`config.mk`:
```
export PLATFORM = sky130hd
export DESIGN_NAME = btcd_core
export DESIGN_NICKNAME = d
export VERILOG_FILES = /design/src/include/btcd_pkg.sv /design/src/hdl/btcd_phase_gen.sv /design/src/hdl/btcd_core.sv
export VERILOG_INCLUDE_DIRS = /design/src /design/src/include
export SDC_FILE = /design/constraint.sdc
export NUM_CORES = 1
export LEC_CHECK = 0
export BUFFER_PORTS_ARGS = -buffer_cell sky130_fd_sc_hd__clkbuf_2
export CORE_MARGIN = 2
export CORE_UTILIZATION = 50
export DETAILED_ROUTE_END_ITERATION = 8
export PLACE_DENSITY = 0.75
export SLEW_MARGIN = 20
export SYNTH_ARGS = -nofsm -noshare
export SYNTH_HDL_FRONTEND = slang
export SYNTH_HIERARCHICAL = 1
export SYNTH_SLANG_ARGS = --single-unit
```
`constraint.sdc`:
```
create_clock -name ref_clk -period 2.5 [get_ports ref_clk]
set_input_delay 0 -clock ref_clk [delete_from_list [all_inputs] [get_ports ref_clk]]
set_output_delay 0 -clock ref_clk [all_outputs]
set_load 0.05 [all_outputs]
```
`src/include/btcd_defs.svh`:
```
/*
 Opcode fields and reset constants for the bit test, toggle and call decoder.
 Assumes the includer wants plain macros; no logic here.
*/
`ifndef BTCD_DEFS_SVH
`define BTCD_DEFS_SVH
`define BTCD_OP_SKIPSET   8'h90
`define BTCD_OP_SKIPMASK  8'hF8
`define BTCD_OP_TOGGLE    8'h38
`define BTCD_OP_TGLMASK   8'hF8
`define BTCD_OP_CALL      3'h7
`define BTCD_LIT_W        13
`define BTCD_PC_RST       16'h0000
`define BTCD_LATCH_RST    8'h00
`endif

```
`src/include/btcd_pkg.sv`:
```
/*
 Types shared by the decoder: Q phases, instruction class and memory request.
 Assumes btcd_defs.svh is on the include path.
*/
package btcd_pkg;
   typedef enum logic [1:0] {PhQ1, PhQ2, PhQ3, PhQ4} btcd_phase_e;
   typedef enum logic [1:0] {InsOther, InsSkipSet, InsToggle, InsCall} btcd_class_e;
   typedef struct packed {
      logic       rdEn;
      logic       wrEn;
      logic [7:0] addr;
      logic [7:0] wrData;
   } btcd_mem_s;
endpackage : btcd_pkg

```
`src/hdl/btcd_phase_gen.sv`:
```
/*
 Four-phase generator that splits each instruction cycle into Q1..Q4.
 Assumes a single clock; one phase per clock edge.
*/
`timescale 1ns/1ns
module btcd_phase_gen
   import btcd_pkg::*;
(
   input  wire logic        ref_clk,
   input  wire logic        rst_n,
   output btcd_phase_e      phase
);
   btcd_phase_e phase_q;

   // Phases advance every clock so a cycle spans four edges.
   always_ff @(posedge ref_clk) begin
      if (!rst_n) begin
         phase_q <= PhQ1;
      end else begin
         phase_q <= btcd_phase_e'(phase_q + 2'h1);
      end
   end

   assign phase = phase_q;
endmodule : btcd_phase_gen

```
`src/hdl/btcd_core.sv`:
```
/*
 Decode and execute of bit test skip if set, bit invert and short call.
 Assumes the fetch unit presents the opcode stably across a cycle and data
 memory returns read data by Q3 of the cycle whose Q2 requested it.
*/
// Functional notes
// - Skip-if-set reads bit b of f, skips next when one, no flags.
// - On skip the fetched instruction is dropped; a forced nop cycle follows.
// - Bit invert reads f in Q2, writes inverted bit in Q4, no flags.
// - Short call carries a 13-bit literal targeting the current 8K page.
// - Short call pushes address of following instruction as top of stack.
// - Short call loads literal into counter bits 12..0, keeps 15..13.
// - High latch gets literal 12..8 low and counter 15..13 high.
// - Short call takes two cycles; second is forced nop, no flags.
`timescale 1ns/1ns
`include "btcd_defs.svh"
module btcd_core
   import btcd_pkg::*;
(
   input  wire logic        ref_clk,
   input  wire logic        rst_n,
   input  wire logic [15:0] opcode,
   input  wire logic [7:0]  memRdData,
   output btcd_mem_s        memReq,
   output logic [15:0]      progCounter,
   output logic [15:0]      topOfReturnStack,
   output logic             stackPush,
   output logic [7:0]       programCounterHighLatch,
   output logic             flushFetch,
   output logic             forcedNop
);
   btcd_phase_e phase;
   btcd_class_e insClass_q;
   btcd_mem_s   memReq_q;
   logic [15:0] pc_q;
   logic [15:0] tos_q;
   logic        push_q;
   logic [7:0]  latch_q;
   logic        flush_q;
   logic        nop_q;
   logic [7:0]  rdData_q;

   btcd_phase_gen u_phase (
      .ref_clk (ref_clk),
      .rst_n   (rst_n),
      .phase   (phase)
   );

   // Opcode classification, decoded in Q1 of a normal cycle.
   function automatic btcd_class_e classify(input logic [15:0] op);
      if ((op[15:8] & `BTCD_OP_SKIPMASK) == `BTCD_OP_SKIPSET) begin
         return InsSkipSet;
      end else if ((op[15:8] & `BTCD_OP_TGLMASK) == `BTCD_OP_TOGGLE) begin
         return InsToggle;
      end else if (op[15:13] == `BTCD_OP_CALL) begin
         return InsCall;
      end else begin
         return InsOther;
      end
   endfunction : classify

   wire btcd_class_e decoded   = classify(opcode);
   wire logic [2:0]  bitSel    = opcode[10:8];
   wire logic [7:0]  fileAddr  = opcode[7:0];
   wire logic [12:0] callLit   = opcode[12:0];
   wire logic [7:0]  bitMask   = 8'h01 << bitSel;
   wire logic        testedBit = |(rdData_q & bitMask);
   wire logic [15:0] pcNext    = pc_q + 16'h0001;
   wire logic [15:0] callPc    = {pc_q[15:13], callLit};
   wire logic [7:0]  callLatch = {pc_q[15:13], callLit[12:8]};
   wire logic        inNop     = nop_q;

   // Q1 decode; a forced nop cycle decodes nothing and runs no operand read.
   always_ff @(posedge ref_clk) begin
      if (!rst_n) begin
         insClass_q <= InsOther;
      end else if (phase == PhQ1) begin
         insClass_q <= inNop ? InsOther : decoded;
      end
   end

   // Q2 operand read request; Q4 write back for bit invert only.
   // Write data comes from the operand held since Q2, so memory may drop it after Q2.
   always_ff @(posedge ref_clk) begin
      if (!rst_n) begin
         memReq_q <= '0;
      end else begin
         memReq_q.rdEn <= (phase == PhQ1) && !inNop
                          && (decoded == InsSkipSet || decoded == InsToggle);
         memReq_q.wrEn <= (phase == PhQ3) && (insClass_q == InsToggle);
         memReq_q.addr <= fileAddr;
         memReq_q.wrData <= rdData_q ^ bitMask;
      end
   end

   // Operand captured at the end of Q2 for test and invert.
   always_ff @(posedge ref_clk) begin
      if (!rst_n) begin
         rdData_q <= 8'h00;
      end else if (phase == PhQ2) begin
         rdData_q <= memRdData;
      end
   end

   // Q4 end of cycle: counter, stack, latch and forced nop scheduling.
   // A forced nop leaves the counter alone, since the skip or call already moved it.
   always_ff @(posedge ref_clk) begin
      if (!rst_n) begin
         pc_q    <= `BTCD_PC_RST;
         tos_q   <= 16'h0000;
         push_q  <= 1'b0;
         latch_q <= `BTCD_LATCH_RST;
         flush_q <= 1'b0;
         nop_q   <= 1'b0;
      end else begin
         push_q  <= 1'b0;
         flush_q <= 1'b0;
         if (phase == PhQ4) begin
            nop_q <= 1'b0;
            if (insClass_q == InsCall) begin
               tos_q   <= pcNext;
               push_q  <= 1'b1;
               pc_q    <= callPc;
               latch_q <= callLatch;
               flush_q <= 1'b1;
               nop_q   <= 1'b1;
            end else if (insClass_q == InsSkipSet && testedBit) begin
               pc_q    <= pcNext + 16'h0001;
               flush_q <= 1'b1;
               nop_q   <= 1'b1;
            end else if (!nop_q) begin
               pc_q <= pcNext;
            end
         end
      end
   end

   // Every output is a flip-flop; flags are never touched by these opcodes.
   assign memReq                  = memReq_q;
   assign progCounter             = pc_q;
   assign topOfReturnStack        = tos_q;
   assign stackPush               = push_q;
   assign programCounterHighLatch = latch_q;
   assign flushFetch              = flush_q;
   assign forcedNop               = nop_q;
endmodule : btcd_core

```
# Word-level counts from Yosys, hierarchy flattened
# Cells that the tools add are included.
word_totals:
  out_inout_bits: 61
  reg_bits: 73
  in_bits: 26
op_classes:
  reduce_logical: 12
  bitwise: 3
  n_eq_ne: 13
  muxes: 10
  add_sub_neg: 3
  shifts: 1
ops:
  columns: ["operator", "n"]
  rows:
  - ["16-bit by 1-bit adder with 16-bit output (second input constant)", 2]
  - ["16-bit 2-to-1 mux", 2]
  - ["13-bit 2-to-1 mux", 1]
  - ["2-bit equality test (second input constant)", 5]
  - ["8-bit bitwise AND", 1]
  - ["2-bit 2-to-1 mux", 4]
  - ["8-bit OR reduction", 1]
  - ["1-bit by 3-bit << shifter with 8-bit output (first input constant)", 1]
  - ["8-bit bitwise XOR", 1]
  - ["2-bit by 1-bit equality test with 1-bit output (second input constant)", 3]
  - ["2-bit AND reduction", 3]
  - ["5-bit by 3-bit equality test with 1-bit output (second input constant)", 1]
  - ["5-bit equality test (second input constant)", 1]
  - ["1-bit logical AND", 4]
  - ["3-bit equality test (second input constant)", 1]
  - ["1-bit 2-to-1 mux", 3]
  - ["3-bit by 1-bit != test with 1-bit output (second input constant)", 1]
  - ["3-bit AND reduction", 1]
  - ["2-bit by 1-bit adder with 2-bit output (second input constant)", 1]
  - ["2-bit zero test", 1]
  - ["2-bit by 1-bit != test with 1-bit output (second input constant)", 1]
  - ["1-bit zero test", 1]
  - ["1-bit logical OR", 1]
  - ["1-bit inverter", 1]

# Depth between registers and ports, before layout
logic_depth:
  word_depth: 7
  mapped_depth: 11
  mapped_depth_nobuf: 10

# Modules after synthesis
# The synthesis kept the hierarchy.
modules_own_cells:
  columns: ["mod", "seq_area_each_um2", "n_inst", "cells_each", "area_each_um2"]
  rows:
  - ["btcd_core", 1421.4, 1, 404, 3515.9]
  - ["btcd_phase_gen", 40.0, 1, 5, 63.8]

# Worst setup path after synthesis
# No wires, ideal clock.
synth_timing:
  path_type: "register to register"
  start: "reg pc_q[1] (netlist: progCounter[1])"
  end: "reg pc_q[15] (netlist: progCounter[15])"
  path_stages_with_launch: 10
  period_less_slack_ns: 2.688
  arrival_ns: 2.566
  setup_slack_ns: -0.188
  n_path_buf: 1
  t_required_ns: 2.378
  setup_time_ns: 0.122
  cell_sequence: "dfxtp_1 ha_1 buf_6 a21bo_4 nor4b_4 nor3_2 nor3b_4 and3b_1 a211oi_1 a311o_1"
synth_via:
  elab_chain_cells: 3
  elab_cells_between_ends: 4
synth_rtl:
  columns: ["item", "line_no", "source"]
  rows:
  - ["from (decl)", "btcd_core.sv:35", "logic [15:0] pc_q;"]
  - ["from (signal assigned)", "btcd_core.sv:109", "pc_q <= `BTCD_PC_RST;"]
  - ["from (signal assigned)", "btcd_core.sv:123", "pc_q <= callPc;"]
  - ["from (signal assigned)", "btcd_core.sv:128", "pc_q <= pcNext + 16'h0001;"]
  - ["16-bit by 1-bit adder with 16-bit output *", "btcd_core.sv:68", "wire logic [15:0] pcNext = pc_q + 16'h0001;"]
  - ["16-bit by 1-bit adder with 16-bit output / 16-bit 2-to-1 mux (equally long branches)", "btcd_core.sv:128, btcd_core.sv:131", null]
  - ["16-bit 2-to-1 mux *", "btcd_core.sv:127", "end else if (insClass_q == InsSkipSet && testedBit) begin"]
# Every way passes the cells marked *; elsewhere a longest branch is shown, timed or not. The select of a mux whose other input is x is not followed.
# A chain may end at the register's enable or synchronous reset.

# Final worst setup path
layout_timing:
  start: "reg pc_q[0] (netlist: progCounter[0])"
  end: "reg pc_q[14] (netlist: progCounter[14])"
# The elaborated chain is that of the path after synthesis.

==> metrics.md <==
| Metric | Value |
|---|---|
| Layout area overhead | `29.19%` |
| Area of the multi-input gates | `0.001976 mm²` |
| H-tree levels | `3` |
| Drt first pass iters | `4` |
| WHS Path Cells | `3` |
| Worst path slowest cell | `dfxtp_2` |
| Max-cap check violation count | `0` |
| Antenna viol nets, final | `0` |
| Setup violations, final | `0` |
| Synth cell types | `62` |
| Setup TNS | `0 ns` |
| Largest family of logic cells by synthesized area | `simple AND/OR/NAND/NOR gates` |
| WL/cell | `15.01 µm` |
| Die Area | `0.007853 mm²` |
| Simple-gate area share of the yosys netlist | `27.40%` |
| Synth Instances | `~400` |
| Required time of the critical path | `2.79 ns` |
| Status | `finished, final reports clean` |
| Worst R2R Start | `progCounter[0]` |
| Die height | `88.62 µm` |
| Mux share of post-synthesis cell area | `under 10%` |
| Clock root buffer | `clkbuf_8` |
| Clk_skew | `0.007923 ns` |
| Sequential cell area | `0.001464 mm²` |
| Area share of the largest cell type after synthesis | `between 40% and 50%` |
| CP max FO | `7` |
| Via count | `between 3,000 and 4,000` |
| GRT overflow | `0` |
| Post-synth top cells | `dfxtp_1 (73), nor2_1 (50), nand2_1 (39), a21oi_1 (20), clkbuf_1 (19)` |
| Initial antenna violation count | `0` |
| Worst path depth | `8` |
| Final Cycle Share | `96.17%` |
| Hold Path Class | `in -> reg` |
| Clock latency on the worst-skew pair | `0.35 ns` |
| Core ar. | `a little under 0.007 mm²` |
| Dpl ws | `around 0.13 ns` |
| EDFF count, synth | `0` |
| Worst reg2reg setup slack | `~0.096 ns` |
| Via density | `5.416` |
| Sum of buffers and inverters on the critical path | `0` |
| FF+latch count, synth | `73` |
| Top cells by area, synth | `dfxtp_1 (41%), nor2_1 (5.2%), xnor2_1 (4.2%)` |
| Cells along the critical path | `ha_1 > a21bo_4 > nor4b_4 > nor3_2 > nor3b_4 > a41oi_1 > or3_1 > a21oi_1` |
| Total power | `about 2.7 mW` |
| Crit path capture type | `flop` |
| Worst-Margin Slew | `0.5400 ns` |
| Hold_sp | `opcode[8]` |
| PD cells | `587.1 mW/mm²` |
| Synth Area in Adders | `3.495%` |
| CTS tree | `done` |
| Hold Violations, Final | `0` |
| Pleak | `between 1.5 and 2 nW` |
| Mean post-synth cell area | `8.752 µm²` |
| Setup crit start kind | `flop` |
| Total GRT Usage | `24.92%` |
| Sequential area share after synthesis | `40.82%` |
| FF-to-FF path depth | `8` |
| Fin cells | `616` |
| Max frequency | `415.9 MHz` |
| Worst vdd ir | `0.4090 mV` |
| DRC Markers | `0` |
| Slew HR | `between 60 and 70%` |
| Async S/R FF share, synth | `0%` |
| XOR/XNOR Fraction of Synth Area | `under 10%` |
| DP Area | `0.004145 mm²` |
| Share of post-route cells with drive strength above 1 | `28.08%` |
| Core Util, Final | `67.32%` |
| Clock Pin Slew Worst Setup and Hold Paths | `~0.080 ns` |
| I/O pin cnt | `87` |
| Final Cell Area | `0.004624 mm²` |
| Crit path max-delay family | `simple AND/OR/NAND/NOR gates` |
| Cells after DPL | `580` |
| Most frequently used flop master after synthesis | `dfxtp_1` |
| Crit Path Category | `reg -> reg` |
| Fin Hold WS | `0.005378 ns` |
| Cell area after synthesis | `0.003580 mm²` |
| Min cycle time layout | `approximately 2.4 ns` |
| Final Max Slew Viols | `0` |
| Initial core utilization | `52.11%` |
| FILL cells | `588` |
| Unrepaired setup endpoints after global routing | `false` |
| Synth warn | `6` |
| DP HPWL | `6495 µm` |
| Vias in the first global route | `approximately 3,200` |
| CTS Buf Count | `9` |
| Crit path largest cell delay | `around 0.4 ns` |
| Synth Area in Compound Gates | `between 10% and 20%` |
| Synth area leader | `dfxtp_1` |
| Final #Nets | `551` |
| Most common cell in the synthesized netlist | `dfxtp_1` |
| Routability congestion estimate | `0.9264` |
| Postcts setup bufs | `0` |
| Mapped Nets | `445` |
| Crit path arrival time | `2.69 ns` |
| Die X | `88.62 µm` |
| Largest net degree at the start of global routing | `50` |
| Total wire length | `9245 µm` |
| Max clock buf depth | `2` |
| R2R Path End | `progCounter[14]` |
| First-pass GRT wire length | `15,100 µm` |
| IO Port Bufs | `86` |
| Clock Sinks | `73` |
| Worst setup margin | `~0.096 ns` |
| WHS Endpoint | `programCounterHighLatch[0]` |
| Placement row count | `30` |
| Detailed router's first-iteration violation count | `197` |
| Ant diodes | `0` |
## cells in the final DEF (no fill, tap or decap), types with 9 or more instances in the layout
cell type      instances
clkbuf_2              86
dfxtp_1               71
nor2_1                48
nand2_1               39
dlygate4sd3_1         20
a21oi_1               19
and2_1                18
a211oi_1              17
xnor2_1               17
buf_4                 17
nor3_1                12
ha_1                  10
clkbuf_8              10
inv_1                  9
xor2_1                 9
## sequential cells by signal (all words and copies together) (netlist names)
name and count:
forcedNop 1, progCounter 16, stackPush 1, rdData_q 8, programCounterHighLatch 8, flushFetch 1
insClass_q 2, u_phase/phase 2, memReq 18, topOfReturnStack 16
## worst register-to-register path, delay by kind of cell, from the launching register on
kind	cells	cell delay, ns
flip-flops	1	0.40
AND/OR/NAND/NOR	4	1.02
AO/OA/AOI/OAI	3	0.62
adder cells (fa/ha/maj)	1	0.31
## how the worst max path moves through the flow
stage	slack, ns	to	startpoint
floorplan	0.07	progCounter[15]	progCounter[1]
global placement	0.21	progCounter[15]	progCounter[0]
detailed placement	0.13	progCounter[15]	progCounter[0]
CTS	0.11	progCounter[15]	progCounter[0]
global route	0.003	progCounter[14]	progCounter[3]
finish	0.1	progCounter[14]	progCounter[0]
## area by class of cell
cell class	count	area share (%)
clock buffers	10	2.976
repair buffers	124	16.83
clock inverters	6	2.489
inverters	9	0.7305
flip-flops and latches	73	31.66
multi-input cells	298	42.72
well taps	96	2.597
## layer usage
metal	share of wire, %	global-route usage (%)	vias to the layer above
li1	-	-	1652
met1	45	31.37	1590
met2	49	42.58	84
met3	4.4	5.410	10
met4	1.2	7.989	0
met5	0	0	-
## timing repair
action	4_1_cts	5_1_grt
gates resized for setup	0	5
endpoints found under the hold margin	26	0
setup endpoints to repair	0	5
hold buffers	20	0
## logic make-up (layout without fill, tap and decap cells)
group / Yosys count / after routing
AOI/OAI and AO/OA: 77 / 77
DFF: 73 / 73
muxes: 8 / 8
xor gates and xnor gates: 26 / 26
and+or+nand+nor: 177 / 177
adders and majority gates: 10 / 10
buffers and inverters: 38 / 149
## report_power, final
group	total, mW	switching, mW	internal, mW
clock	1.15	0.462	0.693
sequential	1.24	0.0369	1.20
combinational	0.324	0.206	0.118
total	2.72	0.704	2.01
Power figures use the tool's default switching activity.
